$ cat src/rtl/cascade_pkg.sv
package cascade_pkg;

   // Ring and loop limits
   localparam int RING_MAX_MODULES = 6;
   localparam int LOOP_COUNT       = 2;
   localparam int MUTE_W           = 16;

   // Register offsets (byte addresses, word index = offset / 4)
   localparam logic [7:0] OFS_CONFIG     = 8'h00;
   localparam logic [7:0] OFS_LOOP_FN    = 8'h04;
   localparam logic [7:0] OFS_TRANSIENT  = 8'h08;
   localparam logic [7:0] OFS_ZERO_DLY   = 8'h0C;
   localparam logic [7:0] OFS_START_DLY  = 8'h10;
   localparam logic [7:0] OFS_MAX_MUTE   = 8'h14;
   localparam logic [7:0] OFS_LIMIT_MUTE = 8'h18;
   localparam logic [7:0] OFS_STATUS     = 8'h2C;
   localparam int         LIMIT_SLOTS    = 5;

   // Config field positions
   localparam int CFG_MASTER_BIT      = 0;
   localparam int CFG_FIELDBUS_BIT    = 1;
   localparam int CFG_ENCODER_BIT     = 2;
   localparam int CFG_SLS_MUTE_EN_BIT = 3;
   localparam int CFG_MAX_MUTE_EN_BIT = 4;
   localparam int CFG_BRAKE_LSB       = 5;
   localparam int CFG_LOOP1_EN_BIT    = 7;
   localparam int CFG_AUTO_ACK_BIT    = 8;

   // Reset values
   localparam logic [31:0] CONFIG_RST    = 32'h0000_0080;
   localparam logic [MUTE_W-1:0] MUTE_RST = 16'h0019;

   // Safety functions a loop may carry
   typedef enum logic [3:0] {
      FN_TORQUE_REMOVAL, FN_RAMPED_STOP, FN_EMERGENCY_STOP, FN_SPEED_LIMIT_1,
      FN_DIR_POS, FN_DIR_NEG, FN_SPEED_LIMIT_2, FN_SPEED_LIMIT_3,
      FN_SPEED_LIMIT_4, FN_MONITOR_1, FN_MONITOR_2, FN_MONITOR_3,
      FN_MONITOR_4, FN_START_GUARD
   } safety_fn_e;

   // Brake timing against torque removal
   typedef enum logic [1:0] {
      BRAKE_BEFORE, BRAKE_WITH, BRAKE_AFTER, BRAKE_AT_SPEED
   } brake_mode_e;

   // Speed events: slot 0..4 speed limits 1-4 and variable, then others
   typedef enum logic [3:0] {
      EV_LIMIT_SL1, EV_LIMIT_SL2, EV_LIMIT_SL3, EV_LIMIT_SL4, EV_LIMIT_VAR,
      EV_LIMIT_MAX, EV_LIMIT_RAMPED, EV_LIMIT_ESTOP, EV_MON_START, EV_ZERO_SPEED
   } speed_event_e;

   // Register port
   typedef struct packed {
      logic       wr;
      logic       rd;
      logic [7:0] addr;
      logic [31:0] wdata;
   } reg_req_s;

   // Speed monitoring event
   typedef struct packed {
      logic         valid;
      speed_event_e kind;
   } speed_ev_s;

endpackage

$ cat src/rtl/mute_timer.sv
// Counts a mute interval down and holds the trip back until it ends
module mute_timer #(
   parameter int W = 16
) (
   // Clock and reset
   input  wire logic         clk_sys_i,
   input  wire logic         sys_rst_i,
   // Control
   input  wire logic         start_i,
   input  wire logic [W-1:0] cycles_i,
   input  wire logic         over_limit_i,
   // Result
   output logic              muting_o,
   output logic              trip_o
);
   initial if (W < 2) $error("mute_timer width too small");

   typedef struct packed {
      logic [W-1:0] count;
      logic         muting;
      logic         trip;
   } mute_state_s;

   mute_state_s state_q, state_d;

   // Load on event, count down, trip only after expiry
   always_comb
   begin
      state_d      = state_q;
      state_d.trip = 1'b0;
      if (start_i)
      begin
         state_d.count  = cycles_i;
         state_d.muting = (cycles_i != '0);
         state_d.trip   = (cycles_i == '0) && over_limit_i;
      end
      else if (state_q.muting)
      begin
         state_d.count = state_q.count - 1'b1;
         if (state_q.count == {{(W-1){1'b0}}, 1'b1})
         begin
            state_d.muting = 1'b0;
            state_d.trip   = over_limit_i;
         end
      end
      else
         state_d.trip = over_limit_i;
   end

   always_ff @(posedge clk_sys_i)
   begin
      if (sys_rst_i)
         state_q <= '0;
      else
         state_q <= state_d;
   end

   assign muting_o = state_q.muting;
   assign trip_o   = state_q.trip;

   // No trip while muting
   mute_hold_a: assert property (@(posedge clk_sys_i) disable iff (sys_rst_i)
      muting_o |-> !trip_o)
      else $error("trip raised during mute");

endmodule // mute_timer

$ cat src/rtl/safety_cascade.sv
// How it works
// - Ring holds at most six modules, one neighbour on each side.
// - Local trigger drives cascade output; incoming trigger from previous module triggers too.
// - Without fieldbus only dual-input functions may be cascaded.
// - Single-input functions cascade only when requested over the safety fieldbus.
// - Each loop pairs one dedicated input with one dedicated output.
// - One module is master, the rest are followers.
// - Followers acknowledge automatically; acknowledgement starts at the master.
// - One or two independent loops, each carrying a different function.
// - Any torque removal also asserts the cascaded emergency-stop output.
// - Ramped stop on a torque-controlled follower forces speed control.
// - Estimated speed: transient mute covers limit, start and zero events.
// - Per-function mutes off by default; limit hits use transient mute.
// - Speed-limit mute enable gives limits 1-4 and variable their own mute.
// - Separate enable selects dedicated mute for maximum-speed limit hits.
// - Per-function mutes are independent and may exceed transient mute.
// - Estimated speed: start and zero events always use transient mute.
// - Encoder: limit transient, zero uses zero delay, start uses start delay.
// - Encoder ignores per-function mute times.
// - Ramped and emergency stop limit hits always use transient mute.
// - Torque removal opens the drive torque-off circuit.
// - Brake activates before, with, after torque removal, or at speed limit.
// - Ramp monitor, stop limit hits or fail-safe trigger torque removal.
//
// Added by the designer: strobed register access and the placing of the registers.
module safety_cascade
   import cascade_pkg::*;
#(
   parameter int RING_SIZE = RING_MAX_MODULES
) (
   // Clock and reset
   input  wire logic                     clk_sys_i,
   input  wire logic                     sys_rst_i,
   // Register port
   input  wire cascade_pkg::reg_req_s    reg_req_i,
   output logic [31:0]                   reg_rdata_o,
   // Cascade link, one input and output per loop
   input  wire logic [1:0]               cascade_in_i,
   output logic [1:0]                    cascade_out_o,
   // Local function requests and acknowledge
   input  wire logic [13:0]              fn_request_i,
   input  wire logic [13:0]              fn_from_fieldbus_i,
   input  wire logic                     ack_request_i,
   // Internal trigger sources
   input  wire logic                     ramp_zero_hit_i,
   input  wire logic                     ramp_one_hit_i,
   input  wire logic                     fail_safe_i,
   input  wire logic                     brake_speed_reached_i,
   input  wire logic                     torque_control_i,
   // Speed monitoring
   input  wire cascade_pkg::speed_ev_s   speed_ev_i,
   input  wire logic                     over_limit_i,
   // Drive side
   output logic                          torque_removal_o,
   output logic                          brake_control_o,
   output logic                          force_speed_ctrl_o,
   output logic                          speed_trip_o,
   output logic                          muting_o
);
   import cascade_pkg::*;

   initial if (RING_SIZE < 2 || RING_SIZE > RING_MAX_MODULES)
      $error("cascade ring size out of range");

   typedef struct packed {
      logic [31:0]          config_r;
      logic [7:0]           loop_fn;
      logic [MUTE_W-1:0]    transient;
      logic [MUTE_W-1:0]    zero_dly;
      logic [MUTE_W-1:0]    start_dly;
      logic [MUTE_W-1:0]    max_mute;
      logic [LIMIT_SLOTS*MUTE_W-1:0] limit_mute;
      logic [1:0]           latched;
      logic                 torque_off;
      logic                 brake;
      logic [MUTE_W-1:0]    brake_cnt;
      logic                 force_speed;
      logic [1:0]           cas_out;
      logic [31:0]          rdata;
      logic                 ack_pending;
   } top_state_s;

   top_state_s state_q, state_d;

   logic              mute_start;
   logic [MUTE_W-1:0] mute_cycles;
   logic              muting_w;
   logic              trip_w;

   // Dual-input functions may cascade without fieldbus
   function automatic logic dual_input(input logic [3:0] fn);
      dual_input = (fn <= 4'(FN_DIR_NEG));
   endfunction

   // Permission to cascade a loop's function
   function automatic logic may_cascade(input logic [3:0] fn, input logic fb_cfg,
                                        input logic [13:0] fb_req);
      if (dual_input(fn))
         may_cascade = 1'b1;
      else
         may_cascade = fb_cfg && fb_req[fn];
   endfunction

   // Register address to word
   function automatic logic is_addr(input logic [7:0] a, input logic [7:0] ofs);
      is_addr = (a == ofs);
   endfunction

   // Mute selection
   always_comb
   begin
      mute_start  = speed_ev_i.valid;
      mute_cycles = state_q.transient;
      if (state_q.config_r[CFG_ENCODER_BIT])
      begin
         // Per-function mutes ignored with encoder
         if (speed_ev_i.kind == EV_ZERO_SPEED)
            mute_cycles = state_q.zero_dly;
         else if (speed_ev_i.kind == EV_MON_START)
            mute_cycles = state_q.start_dly;
      end
      else if (speed_ev_i.kind <= EV_LIMIT_VAR &&
               state_q.config_r[CFG_SLS_MUTE_EN_BIT])
         mute_cycles = state_q.limit_mute[speed_ev_i.kind*MUTE_W +: MUTE_W];
      else if (speed_ev_i.kind == EV_LIMIT_MAX &&
               state_q.config_r[CFG_MAX_MUTE_EN_BIT])
         mute_cycles = state_q.max_mute;
      // Ramped and emergency stop, start and zero keep transient
   end

   mute_timer #(
      .W (MUTE_W)
   ) u_mute (
      .clk_sys_i    (clk_sys_i),
      .sys_rst_i    (sys_rst_i),
      .start_i      (mute_start),
      .cycles_i     (mute_cycles),
      .over_limit_i (over_limit_i),
      .muting_o     (muting_w),
      .trip_o       (trip_w)
   );

   logic [1:0] loop_en;
   logic [1:0] local_trig;
   logic       torque_req;
   logic       estop_trig;
   logic       is_master;
   logic       ack_ok;

   // Trigger and cascade logic
   always_comb
   begin
      state_d    = state_q;
      is_master  = state_q.config_r[CFG_MASTER_BIT];
      loop_en    = {state_q.config_r[CFG_LOOP1_EN_BIT] &&
                    state_q.loop_fn[7:4] != state_q.loop_fn[3:0], 1'b1};
      // Followers always auto-acknowledge; master uses its auto-ack bit or its request
      ack_ok     = is_master ? (state_q.config_r[CFG_AUTO_ACK_BIT] || ack_request_i)
                             : 1'b1;
      estop_trig = 1'b0;
      torque_req = fn_request_i[FN_TORQUE_REMOVAL] || ramp_zero_hit_i || ramp_one_hit_i
                   || fail_safe_i || trip_w;
      for (int l = 0; l < LOOP_COUNT; l++)
      begin
         local_trig[l] = loop_en[l] && fn_request_i[state_q.loop_fn[l*4 +: 4]] &&
                         may_cascade(state_q.loop_fn[l*4 +: 4],
                                     state_q.config_r[CFG_FIELDBUS_BIT], fn_from_fieldbus_i);
         if (state_q.loop_fn[l*4 +: 4] == 4'(FN_EMERGENCY_STOP) && loop_en[l])
            estop_trig = 1'b1;
      end
      // Incoming trigger from ring; followers act on it
      for (int l = 0; l < LOOP_COUNT; l++)
      begin
         if (local_trig[l] || (loop_en[l] && cascade_in_i[l]))
            state_d.latched[l] = 1'b1;
         else if (state_q.latched[l] && ack_ok && (is_master || !cascade_in_i[l]))
            state_d.latched[l] = 1'b0;
         state_d.cas_out[l] = loop_en[l] && (local_trig[l] || state_d.latched[l]);
         if (estop_trig && state_q.loop_fn[l*4 +: 4] == 4'(FN_EMERGENCY_STOP)
             && state_d.torque_off)
            state_d.cas_out[l] = 1'b1;
         if (state_q.loop_fn[l*4 +: 4] == 4'(FN_TORQUE_REMOVAL) && state_d.latched[l])
            torque_req = 1'b1;
      end
      // Emergency or ramped stop limit hit cascades into torque removal
      if (trip_w && (speed_ev_i.kind == EV_LIMIT_ESTOP || speed_ev_i.kind == EV_LIMIT_RAMPED))
         torque_req = 1'b1;
      if (torque_req)
         state_d.torque_off = 1'b1;
      else if (ack_ok && !fail_safe_i)
         state_d.torque_off = 1'b0;
      // Brake timing
      case (brake_mode_e'(state_q.config_r[CFG_BRAKE_LSB +: 2]))
         BRAKE_BEFORE:   state_d.brake = torque_req || state_q.torque_off;
         BRAKE_WITH:     state_d.brake = state_d.torque_off;
         BRAKE_AFTER:
         begin
            if (!state_q.torque_off)
               state_d.brake_cnt = state_q.zero_dly;
            else if (state_q.brake_cnt != '0)
               state_d.brake_cnt = state_q.brake_cnt - 1'b1;
            state_d.brake = state_q.torque_off && state_q.brake_cnt == '0;
         end
         BRAKE_AT_SPEED: state_d.brake = state_q.torque_off &&
                                         (brake_speed_reached_i || state_q.brake);
      endcase
      // Ramped stop on torque-controlled follower
      state_d.force_speed = !is_master && torque_control_i &&
                            (fn_request_i[FN_RAMPED_STOP] ||
                             fn_request_i[FN_EMERGENCY_STOP] ||
                             (|(state_q.latched & loop_en)));
      // Register writes
      if (reg_req_i.wr)
      begin
         if (is_addr(reg_req_i.addr, OFS_CONFIG))
            state_d.config_r = reg_req_i.wdata;
         else if (is_addr(reg_req_i.addr, OFS_LOOP_FN))
            state_d.loop_fn = reg_req_i.wdata[7:0];
         else if (is_addr(reg_req_i.addr, OFS_TRANSIENT))
            state_d.transient = reg_req_i.wdata[MUTE_W-1:0];
         else if (is_addr(reg_req_i.addr, OFS_ZERO_DLY))
            state_d.zero_dly = reg_req_i.wdata[MUTE_W-1:0];
         else if (is_addr(reg_req_i.addr, OFS_START_DLY))
            state_d.start_dly = reg_req_i.wdata[MUTE_W-1:0];
         else if (is_addr(reg_req_i.addr, OFS_MAX_MUTE))
            state_d.max_mute = reg_req_i.wdata[MUTE_W-1:0];
         else
            for (int s = 0; s < LIMIT_SLOTS; s++)
               if (is_addr(reg_req_i.addr, OFS_LIMIT_MUTE + 8'(4*s)))
                  state_d.limit_mute[s*MUTE_W +: MUTE_W] = reg_req_i.wdata[MUTE_W-1:0];
      end
      // Register reads, one cycle later
      state_d.rdata = 32'h0000_0000;
      if (reg_req_i.rd)
      begin
         if (is_addr(reg_req_i.addr, OFS_CONFIG))
            state_d.rdata = state_q.config_r;
         else if (is_addr(reg_req_i.addr, OFS_LOOP_FN))
            state_d.rdata = {24'h000000, state_q.loop_fn};
         else if (is_addr(reg_req_i.addr, OFS_TRANSIENT))
            state_d.rdata = {16'h0000, state_q.transient};
         else if (is_addr(reg_req_i.addr, OFS_ZERO_DLY))
            state_d.rdata = {16'h0000, state_q.zero_dly};
         else if (is_addr(reg_req_i.addr, OFS_START_DLY))
            state_d.rdata = {16'h0000, state_q.start_dly};
         else if (is_addr(reg_req_i.addr, OFS_MAX_MUTE))
            state_d.rdata = {16'h0000, state_q.max_mute};
         else if (is_addr(reg_req_i.addr, OFS_STATUS))
            state_d.rdata = {24'h000000, muting_w, state_q.force_speed, state_q.brake,
                             state_q.torque_off, state_q.cas_out, state_q.latched};
         else
            for (int s = 0; s < LIMIT_SLOTS; s++)
               if (is_addr(reg_req_i.addr, OFS_LIMIT_MUTE + 8'(4*s)))
                  state_d.rdata = {16'h0000, state_q.limit_mute[s*MUTE_W +: MUTE_W]};
      end
   end

   // State register
   always_ff @(posedge clk_sys_i)
   begin
      if (sys_rst_i)
      begin
         state_q            <= '0;
         state_q.config_r   <= CONFIG_RST;
         state_q.loop_fn    <= {4'(FN_START_GUARD), 4'(FN_EMERGENCY_STOP)};
         state_q.transient  <= MUTE_RST;
         state_q.zero_dly   <= MUTE_RST;
         state_q.start_dly  <= MUTE_RST;
         state_q.max_mute   <= MUTE_RST;
         state_q.limit_mute <= {LIMIT_SLOTS{MUTE_RST}};
         state_q.torque_off <= 1'b1;
      end
      else
         state_q <= state_d;
   end

   // Outputs
   assign reg_rdata_o        = state_q.rdata;
   assign cascade_out_o      = state_q.cas_out;
   assign torque_removal_o   = state_q.torque_off;
   assign brake_control_o    = state_q.brake;
   assign force_speed_ctrl_o = state_q.force_speed;
   assign speed_trip_o       = trip_w;
   assign muting_o           = muting_w;

   // Fail-safe forces torque off next cycle
   failsafe_off_a: assert property (@(posedge clk_sys_i) disable iff (sys_rst_i)
      fail_safe_i |=> torque_removal_o)
      else $error("fail-safe did not remove torque");

   // Incoming ring trigger reaches output
   ring_pass_a: assert property (@(posedge clk_sys_i) disable iff (sys_rst_i)
      cascade_in_i[0] |=> cascade_out_o[0])
      else $error("ring trigger not passed on");

   // Torque removal with estop loop drives cascade
   estop_follow_a: assert property (@(posedge clk_sys_i) disable iff (sys_rst_i)
      (state_q.loop_fn[3:0] == 4'(FN_EMERGENCY_STOP) && fn_request_i[FN_TORQUE_REMOVAL])
      |=> cascade_out_o[0])
      else $error("torque removal did not cascade estop");

   // Brake with torque mode follows torque off
   brake_with_a: assert property (@(posedge clk_sys_i) disable iff (sys_rst_i)
      (state_q.config_r[CFG_BRAKE_LSB +: 2] == 2'h1 && $stable(state_q.config_r))
      |-> brake_control_o == torque_removal_o)
      else $error("brake not aligned with torque removal");

   // Encoder zero event uses zero delay
   enc_zero_a: assert property (@(posedge clk_sys_i) disable iff (sys_rst_i)
      (speed_ev_i.valid && state_q.config_r[CFG_ENCODER_BIT] &&
       speed_ev_i.kind == EV_ZERO_SPEED) |-> mute_cycles == state_q.zero_dly)
      else $error("wrong zero-speed delay");

   // Stop limit hits use transient mute
   stop_mute_a: assert property (@(posedge clk_sys_i) disable iff (sys_rst_i)
      (speed_ev_i.valid && (speed_ev_i.kind == EV_LIMIT_ESTOP ||
       speed_ev_i.kind == EV_LIMIT_RAMPED)) |-> mute_cycles == state_q.transient)
      else $error("stop limit hit used wrong mute");

   // Start event without encoder uses transient
   est_start_a: assert property (@(posedge clk_sys_i) disable iff (sys_rst_i)
      (speed_ev_i.valid && !state_q.config_r[CFG_ENCODER_BIT] &&
       speed_ev_i.kind == EV_MON_START) |-> mute_cycles == state_q.transient)
      else $error("start event used wrong mute");

   // Max speed mute when enabled
   max_mute_a: assert property (@(posedge clk_sys_i) disable iff (sys_rst_i)
      (speed_ev_i.valid && !state_q.config_r[CFG_ENCODER_BIT] &&
       state_q.config_r[CFG_MAX_MUTE_EN_BIT] && speed_ev_i.kind == EV_LIMIT_MAX)
      |-> mute_cycles == state_q.max_mute)
      else $error("max speed mute not selected");

   // Master never forces speed control
   master_speed_a: assert property (@(posedge clk_sys_i) disable iff (sys_rst_i)
      ($past(is_master) && $stable(state_q.config_r)) |-> !force_speed_ctrl_o)
      else $error("master forced speed control");

   // Speed-limit hits take their own mute when enabled
   sls_mute_a: assert property (@(posedge clk_sys_i) disable iff (sys_rst_i)
      (speed_ev_i.valid && !state_q.config_r[CFG_ENCODER_BIT] &&
       state_q.config_r[CFG_SLS_MUTE_EN_BIT] && speed_ev_i.kind <= EV_LIMIT_VAR)
      |-> mute_cycles == state_q.limit_mute[speed_ev_i.kind*MUTE_W +: MUTE_W])
      else $error("speed-limit mute not selected");

   // Encoder limit hits ignore per-function mutes
   enc_limit_a: assert property (@(posedge clk_sys_i) disable iff (sys_rst_i)
      (speed_ev_i.valid && state_q.config_r[CFG_ENCODER_BIT] &&
       speed_ev_i.kind <= EV_LIMIT_MAX) |-> mute_cycles == state_q.transient)
      else $error("encoder limit hit used wrong mute");

   // Single-input loop stays quiet without fieldbus
   single_block_a: assert property (@(posedge clk_sys_i) disable iff (sys_rst_i)
      (!state_q.config_r[CFG_FIELDBUS_BIT] && state_q.loop_fn[3:0] > 4'(FN_DIR_NEG) &&
       !cascade_in_i[0] && !state_q.latched[0]) |=> !cascade_out_o[0])
      else $error("single-input function cascaded without fieldbus");

endmodule // safety_cascade

$ cat config.mk
export PLATFORM = sky130hd
export DESIGN_NAME = safety_cascade
export DESIGN_NICKNAME = d
export VERILOG_FILES = /design/src/rtl/cascade_pkg.sv /design/src/rtl/mute_timer.sv /design/src/rtl/safety_cascade.sv
export SDC_FILE = /design/constraint.sdc
export NUM_CORES = 1
export LEC_CHECK = 0
export BUFFER_PORTS_ARGS = -buffer_cell sky130_fd_sc_hd__buf_2
export CAP_MARGIN = 10
export CELL_PAD_IN_SITES_DETAIL_PLACEMENT = 1
export CELL_PAD_IN_SITES_GLOBAL_PLACEMENT = 2
export CORE_MARGIN = 5
export CORE_UTILIZATION = 39
export DETAILED_ROUTE_END_ITERATION = 8
export GPL_ROUTABILITY_DRIVEN = 0
export GPL_TIMING_DRIVEN = 0
export PLACE_DENSITY = 0.93
export SETUP_SLACK_MARGIN = 0.3
export SYNTH_ARGS = -nofsm -noshare
export SYNTH_HDL_FRONTEND = slang
export SYNTH_SLANG_ARGS = --single-unit
export TNS_END_PERCENT = 10
$ cat constraint.sdc
create_clock -name clk_sys_i -period 4.65 [get_ports clk_sys_i]
set_input_delay 0.93 -clock clk_sys_i [delete_from_list [all_inputs] [get_ports clk_sys_i]]
set_output_delay 0.93 -clock clk_sys_i [all_outputs]
set_load 0.05 [all_outputs]
==> summary.txt, run 1 <==
Outcome
  – Run status: complete, no violations

Floorplan
  – Ports: 125
  – Die area: 37530 sq um
  – Row cnt: 67
  – Initial Util: 0.3936
  – Die Y: 193.7 um
  – Core box area: 33450 sq um
  – Die width: 193.7 um

STA
  – Setup_tns: 0 ns
  – Setup violators final: 0
  – Worst-Margin Slew: 1.162 ns
  – Slew Limit Fails: 0
  – Clock skew: 0.01102 ns
  – Tmin final: 3.943 ns
  – Relative slew slack: 0.2234
  – Fin Hold WS: 0.4539 ns
  – Max Freq: 0.2536 GHz
  – Final hold violation count: 0
  – Unrepaired setup endpoints after global routing: false
  – Final Cycle Share: 0.8479

Route
  – Routed len/inst: 25.71 um
  – Post-DRT Antenna Nets: 0
  – Vias/cell: 6.119
  – Detailed Routing Iterations Pass 1: 6
  – Drc violations: 0
  – Vias post-DR: 13615
  – Final wirelength: 57.21 mm
  – First DRT Iteration DRCs: 1409

Clocking
  – CTS sink count: 257
  – CTS tree: done
  – Max clock buf depth: 3
  – Post-CTS sizing: 0
  – Clock-pin slew on the worst setup and hold paths: 0.06 ns
  – Num CTS Buffers: 29
  – Worst-Skew Late Latency: 0.57 ns
  – Clock root buffer: clkbuf_16
  – Hold_buf cts: 0
  – H-tree levels: 1
  – Postcts setup bufs: 0

Synthesis
  – Yosys warning count: 0
  – Number of synthesized register bits: 257
  – Top FF cell, synth: dfxtp_1
  – Asr flop ratio synth: 0
  – Number of synthesized flops with an enable pin: 0
  – Syn Area/Cell: 8.161 sq um
  – Cells after synthesis: 1613
  – Post-Syn Nets: 1702
  – Unique masters post-synth: 83
  – Netlist Area Pre-Place: 13160 sq um
  – Seq/Total Area, Yosys: 0.3908

Setup path
  – CP Max Fanout: 10
  – CP Data Arrival Time: 4.40 ns
  – WS Path Type: in2reg
  – Critical path launch point type: input port
  – Worst EP required: 5.11 ns
  – CP endpoint kind: flip-flop

Global routing
  – First-pass GRT wire length: 84.59 mm
  – Largest net degree at the start of global routing: 15
  – Total grt overflow: 0
  – Number of global-route vias before repair: 13556
  – Overall Global Routing Usage: 0.2895
  – Initial antenna violation count: 1

Job
  – Max Cap Violations: 0

Worst hold path
  – Worst hold path class: reg2reg

Power
  – Power density over cell area: 326.9 nW/um^2
  – Worst ir drop on vdd: 0.0002477 V
  – Leak pwr: 5.773 nW

Placed design
  – Post-DP HPWL: 43.31 mm
  – PortBufs: 110

Finish
  – Total Nets Final: 1844
  – Layout Area Growth over Synthesis: 16.10%
  – Number of inserted diodes: 0
  – Fraction of layout cells with a size suffix above 1: 0.1609
[where the power goes]
| group | total, mW | switching, mW | internal (mW) |
|---|---|---|---|
| logic | 0.332 | 0.234 | 0.0979 |
| registers | 2.23 | 0.0180 | 2.22 |
| clock network | 2.43 | 0.993 | 1.44 |
| total | 5.00 | 1.24 | 3.75 |
[synthesized netlist by cell type, types with 18 or more instances]
| cell type | number | area [sq um] |
|---|---|---|
| nand2_1 | 349 | 1310 |
| dfxtp_1 | 257 | 5145 |
| a21oi_1 | 153 | 765.7 |
| nor2_1 | 100 | 375.4 |
| mux2i_1 | 91 | 910.9 |
| clkbuf_1 | 90 | 337.8 |
| o21ai_0 | 43 | 215.2 |
| nand3_1 | 41 | 205.2 |
| buf_4 | 39 | 292.8 |
| a22oi_1 | 30 | 225.2 |
| and2_1 | 28 | 175.2 |
| buf_2 | 28 | 140.1 |
| a221oi_1 | 25 | 219.0 |
| a211oi_1 | 22 | 165.2 |
| a22o_1 | 20 | 175.2 |
| o211ai_1 | 18 | 135.1 |
[cell usage in the layout (no fill, tap or decap), types with 7 or more instances in the layout]
master / instances
clkbuf_1: 93
o211a_1: 7
dfxtp_1: 257
a31oi_1: 14
nor2_1: 100
o22ai_1: 15
buf_4: 40
nand3_1: 41
buf_2: 138
nor4_1: 15
mux4_2: 11
clkbuf_16: 29
nand2_1: 349
a211oi_1: 22
a22oi_1: 30
a21oi_1: 153
nor2b_1: 17
a22o_1: 20
nand2b_1: 8
a221oi_1: 25
and3_1: 9
mux2i_1: 91
clkbuf_8: 8
and2_1: 28
inv_1: 17
o21ai_1: 7
mux2_2: 13
xor2_1: 13
o211ai_1: 18
o21ai_0: 43
nor3_1: 17
[flip-flops by register name, indices dropped and copies added, names as in the netlist]
name                cells
u_mute.state_q         16
is_master               1
cascade_out_o           2
brake_control_o         1
u_mute.muting_o         1
torque_removal_o        1
force_speed_ctrl_o      1
state_q               201
u_mute.trip_o           1
reg_rdata_o            32
[critical path, stage by stage]
cell and delay (ns):
buf_2 0.13, nor4b_2 0.99, and2_1 0.23, clkbuf_1 0.36, clkbuf_1 0.66, a211oi_1 0.12, a21oi_1 0.46, o221ai_1 0.25
a21oi_1 0.26
[stage by stage]
stage                     instances  setup slack, ns  utilization  instance area (sq um)  total power [mW]
after floorplan                1613            1.763            -                  13160             2.452
after global placement         2171           0.4841       0.4268                  14270             2.600
after detailed placement       2172           0.3558       0.4270                  14280             2.604
after CTS                      2225           0.9374       0.4569                  15280             4.998
after global routing           2225           0.8356       0.4569                  15280             5.108
final                          2225           0.7074       0.4569                  15280             4.997
[cell type report]
cell class,count,area (sq um)
fill,4112,18160
multi-input combinational,1172,7091
sequential,257,5145
buffer,165,857.1
clock buffer,40,847.1
tap,448,560.5
timing repair buffer,111,558.0
clock inverter,13,153.9
inverter,19,71.32
[final timing paths]
| path | cells after the start | slack [ns] | to | from |
|---|---|---|---|---|
| max | 9 | 0.71 | reg_rdata_o[2] | reg_req_i[39] |
| min | 2 | 0.45 | state_q[231] | state_q[231] |
| max reg2reg | 7 | 1.10 | u_mute.trip_o | state_q[211] |
| min reg2reg | 2 | 0.45 | state_q[231] | state_q[231] |
[kinds of logic (layout without fill, tap and decap cells)]
group | Yosys count | after routing | share of synthesized area
buffers and inverters | 184 | 348 | 0.07052
adders and majority gates | 3 | 3 | 0.002852
xor gates and xnor gates | 18 | 18 | 0.01198
AOI/OAI and AO/OA | 404 | 404 | 0.2008
muxes | 115 | 115 | 0.09913
and+or+nand+nor | 632 | 632 | 0.2238
DFF | 257 | 257 | 0.3908
[routing by layer]
layer	vias up	part of all wire	global-route usage
met5	-	0.00014	0
li1	5977	-	-
met1	6694	0.41	0.3867
met2	729	0.44	0.4620
met3	213	0.090	0.04709
met4	2	0.058	0.1301
(Power assumes the default switching activity.)
==> run 2, diff against run 1 <==
CORE_UTILIZATION = 36   (was 39)
PLACE_DENSITY = 0.87   (was 0.93)
clock period = 3.8 ns   (was 4.65 ns; I/O delays follow)
==> run 2 against run 1 <==
Against the previous run: register-to-register slack worse by 0.66 ns; non-clock buffer count unchanged; wire length increased by 2.6%; sequential power rose by 23%; highest routed layer is now met4; largest power group unchanged.
==> summary.txt, run 2 (synthesis results as in run 1) <==
Outcome
  – Run status: complete, no violations

Finish
  – Largest Register: state_q
  – Max reg flops: 201
  – Most common cell after layout, fill and taps aside: nand2_1
  – Most frequent cells in the layout: 349 x nand2_1, 257 x dfxtp_1, 153 x a21oi_1, 138 x buf_2, 100 x nor2_1
  – Number of inserted diodes: 0
  – Layout Area Growth over Synthesis: 16.49%
  – Total Nets Final: 1845
  – Final core occ: 0.4219
  – Fraction of layout cells with a size suffix above 1: 0.1591

STA
  – Slew Limit Fails: 0
  – Setup violators final: 0
  – Tmin final: 3.436 ns
  – Final Cycle Share: 0.9043
  – Unrepaired setup endpoints after global routing: false
  – Max Freq: 0.2910 GHz
  – Setup_tns: 0 ns
  – Relative slew slack: 0.2988
  – Final hold violation count: 0
  – Worst-Margin Slew: 1.052 ns
  – Clock skew: 0.04655 ns

Placed design
  – Post-DP HPWL: 44.43 mm
  – PortBufs: 110

Global routing
  – Total grt overflow: 0
  – Overall Global Routing Usage: 0.2773
  – First-pass GRT wire length: 87.02 mm
  – Largest net degree at the start of global routing: 17
  – Initial antenna violation count: 0
  – Number of global-route vias before repair: 13564

Setup path
  – CP Max Fanout: 10
  – R2r worst-path depth: 7
  – Worst EP required: 4.28 ns
  – CP Data Arrival Time: 3.92 ns
  – CP endpoint kind: flip-flop
  – Critical path launch point type: input port
  – WS Path Type: in2reg

Job
  – Max Cap Violations: 0

Clocking
  – Clock root buffer: clkbuf_16
  – Worst-Skew Late Latency: 0.60 ns
  – Postcts setup bufs: 0
  – Num CTS Buffers: 30
  – Hold_buf cts: 0
  – CTS sink count: 257
  – Max clock buf depth: 3
  – H-tree levels: 1
  – CTS tree: done
  – Clock-pin slew on the worst setup and hold paths: 0.06 ns

Floorplan
  – Die Y: 201.2 um
  – Core box area: 36350 sq um
  – Initial Util: 0.3622
  – Die width: 201.2 um
  – Row cnt: 70
  – Die area: 40490 sq um
  – Ports: 125

Power
  – Comb pwr share: 0.067
  – Pint: 4.594 mW
  – P_sw: 1.561 mW
  – Switching Fraction: 0.2536
  – Worst ir drop on vdd: 0.0003074 V
  – Clock power frac: 0.489
  – Power density over cell area: 401.4 nW/um^2
  – Total Power: 6.155 mW
  – Sequential share of power: 0.445
  – Leak pwr: 5.773 nW

Route
  – Vias/cell: 6.015
  – First DRT Iteration DRCs: 1250
  – Detailed Routing Iterations Pass 1: 5
  – Post-DRT Antenna Nets: 0
  – Final wirelength: 58.69 mm
  – Vias post-DR: 13515
  – Drc violations: 0
  – Routed len/inst: 26.12 um

Worst hold path
  – WHS Path Cells: 3
  – Worst hold path class: in2reg
-- run 2: critical path: stages --
cell      delay [ns]
buf_2           0.19
nor4b_2         0.58
buf_2           0.45
mux2i_1         0.26
a21oi_1         0.11
a211oi_1        0.70
nand3_1         0.16
nor4_1          0.39
a41o_1          0.32
-- run 2: timing repair --
| action | in CTS | in global routing |
|---|---|---|
| cloned | 0 | 0 |
| endpoints found under the setup margin | 1 | 2 |
| resized for setup | 1 | 1 |
-- run 2: area by class of cell --
cell class                      count  area (sq um)
Clock buffer                       44         853.3
Sequential cell                   257          5145
Tap cell                          468         585.6
Clock inverter                     11         160.2
Inverter                           19         71.32
Multi-Input combinational cell   1172          7104
Timing Repair Buffer              111         558.0
Fill cell                        4408         21010
Buffer                            165         857.1
-- run 2: path summary, 6_finish.rpt --
| check | startpoint | endpoint | slack, ns |
|---|---|---|---|
| min | reg_req_i[4] | state_q[108] | 0.39 |
| max reg2reg | state_q[212] | u_mute.trip_o | 0.44 |
| min reg2reg | state_q[228] | state_q[228] | 0.45 |
| max | speed_ev_i[0] | u_mute.trip_o | 0.36 |
-- run 2: routing by layer --
metal / GRT usage / up-vias / part of all wire
met3: 0.04222 / 186 / 0.075
met2: 0.4508 / 613 / 0.45
li1: - / 5979 / -
met5: 0 / - / 0
met4: 0.1157 / 0 / 0.054
met1: 0.3696 / 6737 / 0.42
-- run 2: per-stage QoR --
stage                     cells  instance area, sq um  setup slack, ns  hold slack [ns]
after CTS                  2247                 15330           0.4510           0.3790
after global routing       2247                 15330           0.3754           0.4035
after global placement     2191                 14300          -0.2949           0.4387
after detailed placement   2192                 14310          -0.3308           0.4456
final                      2247                 15330           0.3637           0.3874
after floorplan            1613                 13160            1.083           0.4296
-- run 2: power by group through the flow --
stage | clock [mW] | sequential, mW | combinational, mW
3_3_place_gp | 0 | 2.79 | 0.391
3_5_place_dp | 0 | 2.80 | 0.399
5_1_grt | 3.16 | 2.74 | 0.429
6_report | 3.01 | 2.74 | 0.411
2_1_floorplan | 0 | 2.79 | 0.208
4_1_cts | 3.04 | 2.74 | 0.403
==> run 3, diff against run 2 <==
CORE_MARGIN = 1   (was 5)
CTS_BUF_LIST = sky130_fd_sc_hd__clkbuf_16   (was default)
==> run 3 against run 2 <==
Against the previous run: worst hold slack better by 0.035 ns; wire length is 7.0% lower; maximum frequency is 2.1% higher; design area down 0.29%; largest power group unchanged; critical path type is now reg2reg.
==> summary.txt, run 3 (synthesis results as in run 1) <==
STA
  – Unrepaired setup endpoints after global routing: false
  – Tmin final: 3.365 ns
  – Clock skew: 0.02156 ns
  – Final hold violation count: 0
  – Worst-Margin Slew: 1.045 ns
  – Slew Limit Fails: 0
  – Relative slew slack: 0.3034
  – Max Freq: 0.2972 GHz
  – Final Cycle Share: 0.8856
  – Setup violators final: 0

Floorplan
  – Die Y: 193.2 um
  – Row cnt: 69
  – Die area: 37340 sq um
  – Ports: 125
  – Core box area: 35740 sq um
  – Initial Util: 0.3683
  – Die width: 193.2 um

Setup path
  – Most Frequent Cell on Critical Path: a221oi_1
  – Internal reg-to-reg setup slack: 0.43 ns
  – Critical path launch point type: flip-flop
  – Slowest-stage cell, CP: a221oi_1
  – CP Max Fanout: 9
  – Delay-heaviest family, CP: simple AND/OR/NAND/NOR gates
  – CP endpoint kind: flip-flop
  – WS Path Type: reg2reg
  – WP buf/inv: 1
  – Worst EP required: 4.21 ns
  – Crit-path cells: nor2b_1 > and2_1 > buf_2 > nor2_1 > a221oi_1 > nand2_1 > nor4_1 > a221oi_1
  – CP Data Arrival Time: 3.77 ns
  – Worst path max stage delay: 0.69 ns

Clocking
  – Max clock buf depth: 3
  – CTS tree: done
  – Clock-pin slew on the worst setup and hold paths: 0.06 ns
  – CTS sink count: 257
  – Worst-Skew Late Latency: 0.57 ns
  – H-tree levels: 1
  – Clock root buffer: clkbuf_16
  – Num CTS Buffers: 30

Placed design
  – Post-DP HPWL: 41.68 mm
  – PortBufs: 110

Route
  – First DRT Iteration DRCs: 1047
  – Post-DRT Antenna Nets: 0
  – Routed len/inst: 24.36 um
  – Drc violations: 0
  – Vias/cell: 5.868
  – Final wirelength: 54.56 mm
  – Detailed Routing Iterations Pass 1: 7
  – Vias post-DR: 13145

Power
  – Power density over cell area: 397.7 nW/um^2
  – Total Power: 6.080 mW
  – Leak pwr: 5.781 nW
  – Worst ir drop on vdd: 0.0003596 V

Outcome
  – Run status: complete, no violations

Job
  – Max Cap Violations: 0

Finish
  – Number of inserted diodes: 0
  – Max reg flops: 201
  – Fraction of layout cells with a size suffix above 1: 0.1568
  – Final core occ: 0.4278
  – Most common cell after layout, fill and taps aside: nand2_1
  – Total Nets Final: 1845
  – Layout Area Growth over Synthesis: 16.15%
  – Filler cells: 4387
  – Most frequent cells in the layout: 349 x nand2_1, 257 x dfxtp_1, 153 x a21oi_1, 139 x buf_2, 100 x nor2_1
  – Largest Register: state_q

Global routing
  – Number of global-route vias before repair: 13172
  – Overall Global Routing Usage: 0.2862
  – Largest net degree at the start of global routing: 15
  – Total grt overflow: 0
  – Initial antenna violation count: 1
  – First-pass GRT wire length: 81.48 mm

Worst hold path
  – Worst hold path class: in2reg
## run 3: final cells by class
cell class / count / area (sq um) / share of cell area
inverters: 19 / 71.32 / 0.004664
plain buffers: 165 / 857.1 / 0.05606
multi-input cells: 1172 / 7096 / 0.4641
clock buffers: 31 / 775.7 / 0.05074
flip-flops and latches: 257 / 5145 / 0.3365
well taps: 461 / 576.8 / 0.03772
clock inverters: 24 / 212.7 / 0.01391
repair buffers: 111 / 555.5 / 0.03633
## run 3: repair_timing
action                                  CTS  global route
hold buffers                              0             0
endpoints found under the setup margin    0             2
buffers inserted                          0             0
resized for setup                         0             1
## run 3: power breakdown
group	leakage (nW)	switching (mW)	internal, mW
sequential	2.08	0.0212	2.71
combinational	3.20	0.278	0.119
clock	0.503	1.21	1.74
total	5.78	1.51	4.57
## run 3: stage by stage
step	cells	cell area [sq um]	setup slack (ns)	TNS, ns	hold slack, ns
final	2240	15290	0.4348	0	0.4224
after global routing	2240	15290	0.3129	0	0.4203
after CTS	2240	15280	0.3213	0	0.4123
after detailed placement	2185	14300	-0.02990	-0.03800	0.4441
after global placement	2184	14290	-0.09819	-0.1498	0.4366
after floorplan	1613	13160	1.083	0	0.4296
## run 3: worst paths after layout
path                                     from               to  cells after the start
worst max-delay path             state_q[211]  u_mute.muting_o                      8
worst min-delay path            reg_req_i[25]     state_q[233]                      3
worst min register to register   state_q[232]     state_q[232]                      2
worst max register to register   state_q[211]  u_mute.muting_o                      8
## run 3: worst register-to-register path, delay by kind of cell, from the launching register on
kind | cells | cell delay, ns
DFF | 1 | 0.57
and+or+nand+nor | 5 | 1.52
buffers and inverters | 1 | 0.25
AOI/OAI and AO/OA | 2 | 0.85
## run 3: routing by layer
layer	up-vias	part of all wire	track usage
met1	6515	0.43	0.3802
met2	511	0.45	0.4643
met3	125	0.072	0.04690
met4	2	0.041	0.1111
li1	5992	-	-
met5	-	0.00024	0
